$ cat config.mk
export PLATFORM = sky130hd
export DESIGN_NAME = cac_ctrl
export DESIGN_NICKNAME = d
export VERILOG_FILES = /design/src/cac_ctrl.v
export VERILOG_INCLUDE_DIRS = /design/src
export SDC_FILE = /design/constraint.sdc
export NUM_CORES = 1
export LEC_CHECK = 0
export BUFFER_PORTS_ARGS = -buffer_cell sky130_fd_sc_hd__buf_2
export CAP_MARGIN = 20
export CORE_MARGIN = 4
export CORE_UTILIZATION = 25
export DETAILED_ROUTE_END_ITERATION = 10
export PLACE_DENSITY = 0.49
export REMOVE_ABC_BUFFERS = 1
export SLEW_MARGIN = 10
export SYNTH_ARGS = -nofsm -noshare
export SYNTH_HDL_FRONTEND = slang
export SYNTH_SLANG_ARGS = --single-unit
$ cat constraint.sdc
create_clock -name core_clk_i -period 5.1 [get_ports core_clk_i]
set_input_delay 0.51 -clock core_clk_i [delete_from_list [all_inputs] [get_ports core_clk_i]]
set_output_delay 0.51 -clock core_clk_i [all_outputs]
set_load 0.1 [all_outputs]
$ cat src/cac_defs.vh
// Constants for the channel asymmetry compensation controller.
`ifndef CAC_DEFS_VH
`define CAC_DEFS_VH
`define CAC_NCH 2
`define CAC_NTERM 3
`define CAC_DW 16
`define CAC_RTT_THR_MAX 16'h0064
`define CAC_RTT_THR_RESET 16'h000F
`define CAC_ASYM_THR_RESET 16'h0000
`define CAC_RTT_THR_STEP_US 100
`define CAC_ADDR_W 4
`define CAC_REG_CTRL 4'h0
`define CAC_REG_ASYM_THR 4'h1
`define CAC_REG_RTT_THR 4'h2
`define CAC_REG_STATUS 4'h3
`define CAC_REG_IRQ_STAT 4'h4
`define CAC_REG_IRQ_MASK 4'h5
`define CAC_REG_CORR1 4'h6
`define CAC_REG_CORR2 4'h7
`define CAC_ST_ACTIVE 0
`define CAC_ST_MEMO 1
`define CAC_ST_VALID 2
`define CAC_ST_ASYM1 3
`define CAC_ST_ASYM2 4
`define CAC_ST_RTT1 5
`define CAC_ST_RTT2 6
`endif

$ cat src/cac_ctrl.v
// Channel asymmetry compensation controller with Avalon-MM register slave.
`timescale 1ns/1ps
`include "cac_defs.vh"
module cac_ctrl (
  // Clock and reset.
  input wire core_clk_i,
  input wire reset_i,
  // Compensation control.
  input wire asym_comp_enable_i,
  input wire time_ref_block_i,
  input wire [`CAC_NTERM-1:0] time_code_fail_i,
  // Channel measurements, one sample per strobe.
  input wire [`CAC_NCH-1:0] meas_valid_i,
  input wire [`CAC_NCH*`CAC_DW-1:0] asym_meas_i,
  input wire [`CAC_NCH*`CAC_DW-1:0] rtt_meas_i,
  // Correction outputs.
  output reg comp_active_o,
  output reg [`CAC_NCH*`CAC_DW-1:0] corr_o,
  output reg ch1_asym_high_o,
  output reg ch2_asym_high_o,
  output reg ch1_rtt_change_o,
  output reg ch2_rtt_change_o,
  // Avalon-MM slave.
  input wire [`CAC_ADDR_W-1:0] avs_address,
  input wire avs_read,
  input wire avs_write,
  input wire [31:0] avs_writedata,
  output reg [31:0] avs_readdata,
  output reg avs_waitrequest,
  output reg irq_o
);

  ////////////////////////////////////////////////////////////////////////////
  // Settings and state.
  reg [`CAC_DW-1:0] asym_thr;
  reg [`CAC_DW-1:0] rtt_thr;
  reg [3:0] irq_stat;
  reg [3:0] irq_mask;
  reg comp_memo;
  reg acc_done;

  // Next values.
  reg next_comp_memo;
  reg next_comp_active;
  reg [`CAC_DW-1:0] next_asym_thr;
  reg [`CAC_DW-1:0] next_rtt_thr;
  reg [3:0] next_irq_mask;
  reg [3:0] next_irq_stat;
  reg [31:0] next_readdata;

  // Combinational nets.
  wire [`CAC_NTERM-1:0] term_ok;
  wire all_ok;
  wire ch1_ends_ok;
  wire ch2_ends_ok;
  wire [`CAC_DW-1:0] corr_ch1;
  wire [`CAC_DW-1:0] corr_ch2;
  wire [`CAC_NCH-1:0] asym_flag;
  wire [`CAC_NCH-1:0] rtt_flag;
  wire [3:0] flag_vec;
  wire [3:0] flag_prev;
  wire [3:0] flag_rise;
  wire [`CAC_DW-1:0] wdata_lo;
  wire rtt_thr_ok;
  wire acc_start;
  wire wr_take;
  wire rd_take;
  wire [31:0] status_word;

  // Terminal 0 is local and is also gated by the block input.
  assign term_ok[0] = ~time_ref_block_i & ~time_code_fail_i[0];
  assign term_ok[`CAC_NTERM-1:1] = ~time_code_fail_i[`CAC_NTERM-1:1];
  assign all_ok = &term_ok;
  // Channel n joins the local terminal with remote terminal n.
  assign ch1_ends_ok = term_ok[0] & term_ok[1];
  assign ch2_ends_ok = term_ok[0] & term_ok[2];

  ////////////////////////////////////////////////////////////////////////////
  // Per-channel measurement, correction memory and checks against the shared thresholds.
  cac_chan #(
    .DW(`CAC_DW)
  ) ch1_u (
    .core_clk_i(core_clk_i),
    .reset_i(reset_i),
    .meas_valid_i(meas_valid_i[0]),
    .ends_ok_i(ch1_ends_ok),
    .asym_i(asym_meas_i[`CAC_DW-1:0]),
    .rtt_i(rtt_meas_i[`CAC_DW-1:0]),
    .asym_thr_i(asym_thr),
    .rtt_thr_i(rtt_thr),
    .corr_o(corr_ch1),
    .asym_flag_o(asym_flag[0]),
    .rtt_flag_o(rtt_flag[0])
  );

  cac_chan #(
    .DW(`CAC_DW)
  ) ch2_u (
    .core_clk_i(core_clk_i),
    .reset_i(reset_i),
    .meas_valid_i(meas_valid_i[1]),
    .ends_ok_i(ch2_ends_ok),
    .asym_i(asym_meas_i[2*`CAC_DW-1:`CAC_DW]),
    .rtt_i(rtt_meas_i[2*`CAC_DW-1:`CAC_DW]),
    .asym_thr_i(asym_thr),
    .rtt_thr_i(rtt_thr),
    .corr_o(corr_ch2),
    .asym_flag_o(asym_flag[1]),
    .rtt_flag_o(rtt_flag[1])
  );

  ////////////////////////////////////////////////////////////////////////////
  // Compensation mode: valid references with the enable on set the memory, and the memory keeps correction on.
  // The memory is dropped as soon as the enable falls, so a later loss of the
  // reference with the enable back on starts from no correction at all.
  always @* begin
    next_comp_memo = comp_memo;
    next_comp_active = comp_active_o;
    if (!asym_comp_enable_i) begin
      next_comp_memo = 1'b0;
      next_comp_active = 1'b0;
    end else if (all_ok) begin
      next_comp_memo = 1'b1;
      next_comp_active = 1'b1;
    end else begin
      next_comp_active = comp_memo;
    end
  end

  // Every output is a registered copy, so the mode follows its inputs by one edge.
  always @(posedge core_clk_i) begin
    if (reset_i) begin
      comp_memo <= 1'b0;
      comp_active_o <= 1'b0;
      corr_o <= 32'h00000000;
      ch1_asym_high_o <= 1'b0;
      ch2_asym_high_o <= 1'b0;
      ch1_rtt_change_o <= 1'b0;
      ch2_rtt_change_o <= 1'b0;
    end else begin
      comp_memo <= next_comp_memo;
      comp_active_o <= next_comp_active;
      corr_o <= {corr_ch2, corr_ch1};
      ch1_asym_high_o <= asym_flag[0];
      ch2_asym_high_o <= asym_flag[1];
      ch1_rtt_change_o <= rtt_flag[0];
      ch2_rtt_change_o <= rtt_flag[1];
    end
  end

  ////////////////////////////////////////////////////////////////////////////
  // Register slave: a request is taken on its first edge and answered on the next.
  // The done bit keeps a held request from being taken twice.
  assign acc_start = (avs_read | avs_write) & ~acc_done;
  assign wr_take = avs_write & ~acc_done;
  assign rd_take = avs_read & ~acc_done;
  assign wdata_lo = avs_writedata[`CAC_DW-1:0];
  // A round-trip threshold beyond 10 ms is refused and the old one kept.
  assign rtt_thr_ok = (wdata_lo <= `CAC_RTT_THR_MAX);
  assign flag_vec = {rtt_flag, asym_flag};
  // The registered flag outputs hold last cycle's flags, so this is a rising edge.
  assign flag_prev = {ch2_rtt_change_o, ch1_rtt_change_o, ch2_asym_high_o, ch1_asym_high_o};
  assign flag_rise = flag_vec & ~flag_prev;
  assign status_word = {25'h0, ch2_rtt_change_o, ch1_rtt_change_o,
                        ch2_asym_high_o, ch1_asym_high_o,
                        all_ok, comp_memo, comp_active_o};

  // Write decode for the settings.
  always @* begin
    next_asym_thr = asym_thr;
    next_rtt_thr = rtt_thr;
    next_irq_mask = irq_mask;
    if (wr_take) begin
      case (avs_address)
        `CAC_REG_ASYM_THR: begin
          next_asym_thr = wdata_lo;
        end
        `CAC_REG_RTT_THR: begin
          if (rtt_thr_ok) begin
            next_rtt_thr = wdata_lo;
          end
        end
        `CAC_REG_IRQ_MASK: begin
          next_irq_mask = avs_writedata[3:0];
        end
        default: begin
          next_asym_thr = asym_thr;
        end
      endcase
    end
  end

  // New flag rises win over a same-cycle clear.
  always @* begin
    next_irq_stat = irq_stat | flag_rise;
    if (wr_take && avs_address == `CAC_REG_IRQ_STAT) begin
      next_irq_stat = (irq_stat & ~avs_writedata[3:0]) | flag_rise;
    end
  end

  // Read mux; unmapped addresses read as zero.
  always @* begin
    case (avs_address)
      `CAC_REG_CTRL: next_readdata = {31'h0, asym_comp_enable_i};
      `CAC_REG_ASYM_THR: next_readdata = {16'h0000, asym_thr};
      `CAC_REG_RTT_THR: next_readdata = {16'h0000, rtt_thr};
      `CAC_REG_STATUS: next_readdata = status_word;
      `CAC_REG_IRQ_STAT: next_readdata = {28'h0, irq_stat};
      `CAC_REG_IRQ_MASK: next_readdata = {28'h0, irq_mask};
      `CAC_REG_CORR1: next_readdata = {16'h0000, corr_ch1};
      `CAC_REG_CORR2: next_readdata = {16'h0000, corr_ch2};
      default: next_readdata = 32'h00000000;
    endcase
  end

  // Read data is loaded only when a read is taken and then holds until the next one.
  always @(posedge core_clk_i) begin
    if (reset_i) begin
      asym_thr <= `CAC_ASYM_THR_RESET;
      rtt_thr <= `CAC_RTT_THR_RESET;
      irq_mask <= 4'h0;
      irq_stat <= 4'h0;
      acc_done <= 1'b0;
      avs_waitrequest <= 1'b1;
      avs_readdata <= 32'h00000000;
      irq_o <= 1'b0;
    end else begin
      asym_thr <= next_asym_thr;
      rtt_thr <= next_rtt_thr;
      irq_mask <= next_irq_mask;
      irq_stat <= next_irq_stat;
      acc_done <= acc_start;
      avs_waitrequest <= ~acc_start;
      irq_o <= |(irq_stat & irq_mask);
      if (rd_take) begin
        avs_readdata <= next_readdata;
      end
    end
  end

endmodule // cac_ctrl

////////////////////////////////////////////////////////////////////////////
// One channel: correction memory, asymmetry flag and round-trip change flag.
module cac_chan #(
  parameter DW = 16
) (
  // Clock and reset.
  input wire core_clk_i,
  input wire reset_i,
  // Measurement strobe and samples.
  input wire meas_valid_i,
  input wire ends_ok_i,
  input wire [DW-1:0] asym_i,
  input wire [DW-1:0] rtt_i,
  // Shared thresholds.
  input wire [DW-1:0] asym_thr_i,
  input wire [DW-1:0] rtt_thr_i,
  // Channel results.
  output reg [DW-1:0] corr_o,
  output reg asym_flag_o,
  output reg rtt_flag_o
);

  ////////////////////////////////////////////////////////////////////////////
  // Round-trip history.
  reg [DW-1:0] last_rtt;
  reg rtt_seen;

  // Next values.
  reg [DW-1:0] next_corr;
  reg next_asym_flag;
  reg next_rtt_flag;
  reg [DW-1:0] next_last_rtt;
  reg next_rtt_seen;

  // Unsigned distance between this and the previous round-trip sample.
  wire [DW-1:0] rtt_delta;

  // Round-trip samples share the threshold's 0.1 ms unit.
  assign rtt_delta = (rtt_i > last_rtt) ? (rtt_i - last_rtt) : (last_rtt - rtt_i);

  ////////////////////////////////////////////////////////////////////////////
  // The first round-trip sample only seeds the history, so no change is flagged.
  // The correction and the asymmetry flag freeze while either end lacks a reference.
  always @* begin
    next_corr = corr_o;
    next_asym_flag = asym_flag_o;
    next_rtt_flag = rtt_flag_o;
    next_last_rtt = last_rtt;
    next_rtt_seen = rtt_seen;
    if (meas_valid_i) begin
      if (ends_ok_i) begin
        next_corr = asym_i;
        next_asym_flag = (asym_i > asym_thr_i);
      end
      next_rtt_flag = rtt_seen & (rtt_delta > rtt_thr_i);
      next_last_rtt = rtt_i;
      next_rtt_seen = 1'b1;
    end
  end

  ////////////////////////////////////////////////////////////////////////////
  always @(posedge core_clk_i) begin
    if (reset_i) begin
      corr_o <= {DW{1'b0}};
      asym_flag_o <= 1'b0;
      rtt_flag_o <= 1'b0;
      last_rtt <= {DW{1'b0}};
      rtt_seen <= 1'b0;
    end else begin
      corr_o <= next_corr;
      asym_flag_o <= next_asym_flag;
      rtt_flag_o <= next_rtt_flag;
      last_rtt <= next_last_rtt;
      rtt_seen <= next_rtt_seen;
    end
  end

endmodule // cac_chan

# [Word-level counts from Yosys, hierarchy flattened]
# Index checks and enable logic that the tools add are counted.
# W data, S select, Z words.
[word_totals] register_bits=182 out_inout_bits=71 word_cells=78
[classes] n_addsub=4 n_lt_le_gt_ge=7 eq_ne=7 mux=4 bitwise=22 n_reduce_logical=10
[ops] op="$pmux W16 S8" n=1
[ops] op="$gt A16 B16 Y1" n=6
[ops] op="$sub A16 B16 Y16" n=4
[ops] op="$mux W16" n=2
[ops] op="$eq A4 B3 Y1 const B" n=4
[ops] op="$le A16 B7 Y1 const B" n=1
[ops] op="$and A4 B4 Y4" n=3
[ops] op="$and A1 B1 Y1" n=8
[ops] op="$eq A4 B2 Y1 const B" n=2
[ops] op="$not A4 Y4" n=2
[ops] op="$or A4 B4 Y4" n=2
[ops] op="$reduce_and A2 Y1" n=4
[ops] op="$reduce_and A3 Y1" n=2
[ops] op="$not A1 Y1" n=5
[ops] op="$eq A4 B1 Y1 const B" n=1
[ops] op="$logic_not A4 Y1" n=1
[ops] op="$mux W4" n=1
[ops] op="$reduce_or A4 Y1" n=1
[ops] op="$not A2 Y2" n=1
[ops] op="$reduce_or A2 Y1" n=1
[ops] op="$logic_and A1 B1 Y1" n=1
[ops] op="$or A1 B1 Y1" n=1

# [Logic depth before layout (Yosys ltp)]
# Gate-level depths: netlist (run 1).
[depth] word_depth=4 ltp_mapped=20 depth_no_buf=19

# [Modules after synthesis]
# From an unflattened synthesis (run 1), not the netlist that was laid out.
[unflattened] cells_unflattened=1323 area_unflattened_um2=10969.3
[by_module_without_submodules] mod="cac_ctrl" instances=1 cells_per_inst=430 area_per_inst_um2=3968.8
[by_module_without_submodules] mod="cac_chan at ch2_u" instances=1 cells_per_inst=449 area_per_inst_um2=3520.9
[by_module_without_submodules] mod="cac_chan at ch1_u" instances=1 cells_per_inst=444 area_per_inst_um2=3479.6

# [Least setup slack after synthesis (run 1)]
# OpenSTA, ideal clock, no wires.
[synth_timing] kind="input port to flip-flop" start="input port rtt_meas_i[0]" end="register ch1_u.rtt_flag_o" setup_time_ns=0.132 arrival_time_ns=3.503 t_required_ns=4.968 setup_slack_ns=1.465 path_stages=18 path_buffers=0 cell_sequence="inv_1 > ha_1 > inv_1 > fa_1 > a21o_1 > a21oi_2 > o31ai_4 > a211oi_4 > nor2_4 > o31ai_1 > xnor2_1 > ha_1 > a21o_1 > a21o_1 > a21oi_1 > o21ai_0 > o2111ai_1 > a21oi_1"
[synth_via] elab_chain_len=4 elab_cells_between_ends=6 cone_classes="2 x add/sub; 2 x order compare; 1 x mux; 1 x bitwise"
[synth_rtl] element="start, declared" line_no="cac_ctrl.v:15" text="input wire [`CAC_NCH*`CAC_DW-1:0] rtt_meas_i,"
[synth_rtl] element="$sub A16 B16 Y16 / $gt A16 B16 Y1 (equally long branches)" line_no="cac_ctrl.v:281" text="assign rtt_delta = (rtt_i > last_rtt) ? (rtt_i - last_rtt) : (last_rtt - rtt_i);"
[synth_rtl] element="$mux W16 *" line_no="cac_ctrl.v:281"
[synth_rtl] element="$gt A16 B16 Y1 *" line_no="cac_ctrl.v:297" text="next_rtt_flag = rtt_seen & (rtt_delta > rtt_thr_i);"
[synth_rtl] element="$and A1 B1 Y1 *" line_no="cac_ctrl.v:297"
[synth_rtl] element="end signal, assigned" line_no="cac_ctrl.v:314" text="rtt_flag_o <= next_rtt_flag;"
[synth_rtl] element="end, declared" line_no="cac_ctrl.v:262" text="output reg rtt_flag_o"
# Every way passes the cells marked *; elsewhere a longest branch is shown, timed or not.
# A chain may end at the register's enable or synchronous reset.

# [Final worst setup path (run 1)]
[layout_timing] start="register ch1_u.last_rtt[0]" end="register ch1_u.rtt_flag_o"
[layout_via] elab_chain_len=4 elab_cells_between_ends=6 cone_classes="2 x add/sub; 2 x order compare; 1 x mux; 1 x bitwise"
[layout_rtl] element="start, declared" line_no="cac_ctrl.v:267" text="reg [DW-1:0] last_rtt;"
[layout_rtl] element="start signal, assigned" line_no="cac_ctrl.v:309" text="last_rtt <= {DW{1'b0}};"
[layout_rtl] element="start signal, assigned" line_no="cac_ctrl.v:315" text="last_rtt <= next_last_rtt;"
[layout_rtl] element="$sub A16 B16 Y16 / $gt A16 B16 Y1 (equally long branches)" line_no="cac_ctrl.v:281"
[layout_rtl] element="$mux W16 *" line_no="cac_ctrl.v:281"
[layout_rtl] element="$gt A16 B16 Y1 *" line_no="cac_ctrl.v:297"
[layout_rtl] element="$and A1 B1 Y1 *" line_no="cac_ctrl.v:297"
# Marked as above.

==> metrics.txt, run 1 <==
largest cells by area after synthesis dfxtp_1 31%, ha_1 15%, a21oi_1 6.0%; top cell type's share of synthesized area 31.0%; P_leak 5.43 nW; H-Tree Level Count 4; footprint of the multi-input gates 6610 µm²; synth unique cells 74; IO Pins 182; Max Fclk 251 MHz; final slew viol count 0; max_cap viols 0; # nets final 1664; post_cts resized 0; CP endpoint ch1_u.rtt_flag_o; startpoint types flip-flop; first-pass GRT wire length 51000 µm; vias in the first global route 9104; Tmin final 3990 ps; Via Count 9321; GRT Overall Usage 13.8%; Chip Height 215 µm; CTS tree built; Starting Density 25.4%; wire per inst 16.5 µm; Total Neg Setup Slack 0 ps; Worst EP required 5380 ps; flops & latches, synth 166; synth warn 0; # placed instances 1940; Non-Filler Instances 1975; clk_lat worst skew 460 ps; # Post-CTS Setup Buffers 0; maximum vdd drop 133 µV; setup ws final 1110 ps; Clock Path Buffers 2; Syn Inst Count 1308; Worst R2R End ch1_u.rtt_flag_o; P&R area growth vs syn 16.6%; # fillers 4500; critical path arrival 4280 ps; crit-path max FO 3; final hold viol count 0; Buffers on Ports 149; die area 46200 µm²; detailed-route DRC error count 0; Core Rows 75; hold_buf cts 0; CP endpoint kind flip-flop; hold crit path type primary input to flip-flop; PD cells 294 nW/µm²; core area 42100 µm²; Detailed Route Iter0 Violations 489; area of the mapped netlist 10700 µm²; main flop type after synthesis dfxtp_1; clock buffer count from CTS 17; antenna violations before repair 5; Congestion Overflow GR 0; largest net degree at the start of global routing 90; RSZ-0062 raised after global routing false; setup slack, reg-to-reg 1110 ps; share of flip-flops with an asynchronous set or reset 0%; sequential share of the synthesized area 31.0%; period utilization 78.3%; Clock Root Buffer clkbuf_16; clock transition at the registers of the reported paths 70 ps; slew margin rel. 28.1%; total length of routed wires 32600 µm; share of cells above drive strength 1 15.2%; Post-synth EDFFs 0; Avg Synthesized Cell Area 8.19 µm²; Routed Antenna Nets 0; die width 215 µm; clk sink count 166; count leader, synth dfxtp_1; worst reg2reg path depth 16; Synth area leader dfxtp_1; clk_skew 17.1 ps; Design Area, Final 12500 µm²; CP Launch Point ch1_u.last_rtt[0]; most instantiated cells after synthesis 166 x dfxtp_1, 140 x nand2_1, 128 x a21oi_1; setup violators final 0; Slew @ Worst Pin 1070 ps; Design Power 3.68 mW; placed cell areas 11900 µm²; drt first pass iters 4; pre-CTS setup slack 746 ps; Vias/cell 4.72; FF+latch area 3320 µm²; Crit Path Class flip-flop to flip-flop; routability-driven placement congestion ratio 0.851; HPWL Detailed 26200 µm; reg-to-reg startpoint ch1_u.last_rtt[0]; status completed
## cell usage in the layout, fill, tap and decap left out, types with 11 or more instances in the layout
master     synthesis  routed
dfxtp_1          166     166
buf_2             13     148
nand2_1          140     140
a21oi_1          128     128
ha_1             126     126
inv_1            122     122
nor2_1            92      92
mux2i_1           55      55
nor2b_1           56      55
a21o_1            40      40
o21ai_0           35      35
nor3_1            28      28
a22oi_1           28      28
nand4_1           22      22
xnor2_1           17      17
clkbuf_16          0      17
conb_1             1      16
a311oi_1          15      15
xor2_1            11      11
## cells by family after synthesis
| kind of cell | count (synthesis) | synth area share (%) |
|---|---|---|
| simple gates | 391 | 17.4 |
| compound gates | 333 | 20.2 |
| buf+inv | 201 | 8.08 |
| flops | 166 | 31.0 |
| fa+ha+maj | 130 | 15.5 |
| mux | 58 | 5.56 |
| xor+xnor | 28 | 2.29 |
| other cells | 1 | 0.0350 |
## cell type report
cell class | instances | share of cell area (%)
inverter | 122 | 3.67
sequential | 166 | 26.6
antenna | 1 | 0.0200
timing repair buffer | 160 | 6.74
tap | 539 | 5.40
clock buffer | 18 | 3.52
clock inverter | 13 | 1.13
multi-input combinational | 956 | 52.9
## critical path, cell delays in order (launching register included)
cell       delay [ps]
dfxtp_1           360
ha_1              190
inv_1              60
fa_1              410
a21o_1            190
a21oi_2           230
o21ai_0           180
a2111oi_0         700
or2_2             220
mux2i_1            80
xnor2_1           190
ha_1              280
a21o_1            160
a21oi_1           160
o21ai_0           110
o2111ai_1         220
a21oi_1            90
## through the flow
step	hold WS (ps)	utilization, %
after global placement	450	28.2
final	294	29.6
after detailed placement	456	28.2
after floorplan	430	-
after global routing	299	29.6
after CTS	278	29.6
## routing by layer
metal,part of all wire (%),GRT usage (%)
met2,45,22.2
met3,5.0,3.23
met1,48,18.5
met4,2.0,4.14
met5,0.11,0
## power breakdown
part	internal, mW	total (mW)	switching [mW]	leakage (nW)
registers	1.34	1.37	0.0296	1.35
logic	0.363	0.998	0.635	3.80
clock network	0.699	1.31	0.612	0.280
## state kept, by name (all words and copies together) (netlist names), 4 cells and up
name / cells
corr_o: 32
ch2_u.last_rtt: 16
ch1_u.last_rtt: 16
ch1_u.corr_o: 16
irq_mask: 4
asym_thr: 16
rtt_thr: 16
irq_stat: 4
ch2_u.corr_o: 16
avs_readdata: 16
## worst min path at each step
| stage | start | endpoint | slack, ps | cells after the start |
|---|---|---|---|---|
| finish | avs_read | acc_done | 290 | 2 |
| global route | avs_read | acc_done | 300 | 2 |
| CTS | avs_read | acc_done | 280 | 2 |
| detailed placement | ch2_u.rtt_seen | ch2_u.rtt_seen | 460 | 2 |
| global placement | ch2_u.rtt_seen | ch2_u.rtt_seen | 450 | 2 |
| floorplan | ch1_u.asym_flag_o | ch1_u.asym_flag_o | 430 | 2 |
Note: power is estimated with default switching activity, not from simulation.
==> inputs of run 2 (changes only) <==
--- a/config.mk
+++ b/config.mk
@@ -11,7 +11,7 @@
 export CORE_MARGIN = 4
 export CORE_UTILIZATION = 25
 export DETAILED_ROUTE_END_ITERATION = 10
-export PLACE_DENSITY = 0.49
+export PLACE_DENSITY = 0.5
 export REMOVE_ABC_BUFFERS = 1
 export SLEW_MARGIN = 10
 export SYNTH_ARGS = -nofsm -noshare
==> constraint.sdc (replaced) <==
create_clock -name core_clk_i -period 3.65 [get_ports core_clk_i]
set_input_delay 0.365 -clock core_clk_i [delete_from_list [all_inputs] [get_ports core_clk_i]]
set_output_delay 0.365 -clock core_clk_i [all_outputs]
set_load 0.1 [all_outputs]
==> metrics.txt, run 2 (synthesized netlist as in run 1, its figures left out) <==
PD cells 401 nW/µm² (+36%); Core Rows 75 (unchanged); footprint of the multi-input gates 6830 µm² (+3.3%); wire per inst 16.5 µm (+0.21%); share of cells above drive strength 1 23.2% (+8.0 points); net switching power 1.91 mW (+50%); antenna violations before repair 6 (+1); Detailed Route Iter0 Violations 505 (+3.3%); setup violators final 0 (unchanged); met2 Use GR 24.2% (+2.0 points); final slew viol count 0 (unchanged); hold crit path type primary input to flip-flop; Chip Height 215 µm (unchanged); Buffers on Ports 149 (unchanged); Slew @ Worst Pin 708 ps (-366 ps); Worst EP required 3980 ps (-1400 ps); Sequential Power Share 35.2% (-2.0 points); critical-path cell list ha_4 -> inv_2 -> fa_2 -> a21o_1 -> a21oi_2 -> o31ai_4 -> a211oi_4 -> buf_6 -> or3_2 -> a32oi_2 -> xnor2_2 -> ha_1 -> a21o_1 -> a21o_1 -> a21oi_2 -> o21ai_2 -> o2111ai_2 -> a21oi_1; total length of routed wires 34400 µm (+5.7%); Int Pwr 3.51 mW (+46%); M3 GR Usage 3.08% (-0.16 points); sw frac 35.2% (+0.48 points); vias in the first global route 9735 (+6.9%); CTS tree built; routability-driven placement congestion ratio 0.881 (+3.5%); period utilization 98.5% (+20 points); Vias/cell 4.68 (-0.86%); M1 GR Usage 19.7% (+1.1 points); Clock Path Buffers 2 (unchanged); Buffers & Inverters on Critical Path 2 (+1); Clock Root Buffer clkbuf_16; setup slack, reg-to-reg 50 ps (-1060 ps); Logic pwr share 30.3% (+3.1 points); reg-to-reg startpoint ch1_u.last_rtt[0]; Slowest-stage cell, CP or3_2; GRT Overall Usage 14.7% (+0.83 points); clk_skew 13.0 ps (-4.11 ps); Via Count 9751 (+4.6%); hold_buf cts 0 (unchanged); maximum vdd drop 296 µV (+120%); worst hold start avs_read; clock transition at the registers of the reported paths 70 ps (about the same); commonest non-fill, non-tap cell in the layout dfxtp_1; status completed; clock buffer count from CTS 17 (unchanged); startpoint types flip-flop; Most flops, register corr_o; max FFs per register 32 (unchanged); Clock Power Share 34.6% (-1.1 points); # fillers 4474 (-0.58%); first-pass GRT wire length 54300 µm (+6.4%); IO Pins 182 (unchanged); largest net degree at the start of global routing 70 (-22%); slew margin rel. 52.8% (+25 points); P_leak 6.00 nW (+11%); drt first pass iters 4 (unchanged); clk_lat worst skew 460 ps (about the same); critical path's top delay family compound AO/OA/AOI/OAI gates; path length in cells of the critical path 18 (+2); CP most frequent cell a21o_1; H-Tree Level Count 4 (unchanged); Design Power 5.42 mW (+48%); FF+latch area 3330 µm² (about the same); Hold Path End acc_done; Routed Antenna Nets 0 (unchanged); Max Fclk 278 MHz (+11%); final hold viol count 0 (unchanged); hold_ws 151 ps (-143 ps); gr busiest metal met2; # nets final 1771 (+6.4%); Crit Path Class flip-flop to flip-flop; Worst R2R End ch1_u.rtt_flag_o; most frequent cells in the layout 164 x dfxtp_1, 148 x buf_2, 140 x nand2_1, 124 x ha_1; Critical Path Max Stage Delay 460 ps (-240 ps); crit-path max FO 5 (+2); die area 46200 µm² (unchanged); max_cap viols 0 (unchanged); clk sink count 166 (unchanged); Congestion Overflow GR 0 (unchanged); Tmin final 3600 ps (-395 ps); Starting Density 25.4% (unchanged); CP endpoint kind flip-flop; detailed-route DRC error count 0 (unchanged); hold path cells 2 (unchanged); die width 215 µm (unchanged); worst reg2reg path depth 18 (+2); RSZ-0062 raised after global routing true; core area 42100 µm² (unchanged); HPWL Detailed 27600 µm (+5.3%); critical path arrival 3930 ps (-350 ps); P&R area growth vs syn 26.2%
## run 2: changes by cell type in the layout (fill, tap and decap cells not counted), moves of 4 or more
| cell | previous run | this run |
|---|---|---|
| a21oi_2 | 1 | 8 |
| a21oi_1 | 128 | 121 |
| o21ai_0 | 35 | 31 |
| buf_4 | 10 | 115 |
## run 2: final cells by class
cell class | count | share of cell area, %
multi-input combinational | 956 | 50.5
sequential | 166 | 24.6
timing repair buffer | 267 | 12.3
tap | 539 | 4.99
inverter | 122 | 3.39
clock buffer | 17 | 3.15
clock inverter | 15 | 1.14
antenna | 2 | 0.0370
## run 2: worst max path at each step
stage                                  end               from  slack (ps)
final                     ch1_u.rtt_flag_o  ch1_u.last_rtt[0]          50
after floorplan           ch2_u.rtt_flag_o     rtt_meas_i[20]        -250
after global routing      ch1_u.rtt_flag_o  ch1_u.last_rtt[0]        -100
after CTS                 ch1_u.rtt_flag_o  ch1_u.last_rtt[1]           2
after detailed placement  ch1_u.rtt_flag_o      rtt_meas_i[0]        -260
after global placement    ch1_u.rtt_flag_o      rtt_meas_i[0]        -220
## run 2: metal layers
layer  vias to the layer above  routed length (µm)
li1                       4943                   -
met1                      4564               16400
met2                       198               15900
met3                        38                1650
met4                         8                 459
met5                         -                  48
## run 2: through the flow
step                      setup WS (ps)  TNS, ps  util, %  instance area (µm²)  cells
final                              53.6        0     32.1                13500   2084
after global routing               -102     -102     32.1                13500   2082
after CTS                          1.71        0     31.5                13300   2075
after detailed placement           -262     -495     30.0                12700   2043
after global placement             -216     -384     30.0                12700   2043
after floorplan                    -249     -249        -                10400   1244
## run 2: repair_timing
action,4_1_cts,5_1_grt
buffers inserted,0,7
resized for setup,5,48
pin swaps,8,33
endpoints found under the setup margin,2,2
## run 2: worst reg2reg max path, stage by stage (launching register included)
cell and delay (ps):
dfxtp_2 340, ha_4 150, inv_2 50, fa_2 200, a21o_1 130, a21oi_2 80
o31ai_4 370, a211oi_4 120, buf_6 160, or3_2 460, a32oi_2 220, xnor2_2 160
ha_1 270, a21o_1 160, a21o_1 180, a21oi_2 120, o21ai_2 70, o2111ai_2 160
a21oi_1 80
## run 2: power by group through the flow
| stage | combinational, mW | clock [mW] | sequential, mW |
|---|---|---|---|
| after CTS | 1.55 | 1.93 | 1.91 |
| after global routing | 1.82 | 1.98 | 1.92 |
| final | 1.64 | 1.87 | 1.91 |
| after global placement | 1.51 | 0 | 1.95 |
| after detailed placement | 1.54 | 0 | 1.95 |
| after floorplan | 0.870 | 0 | 2.07 |
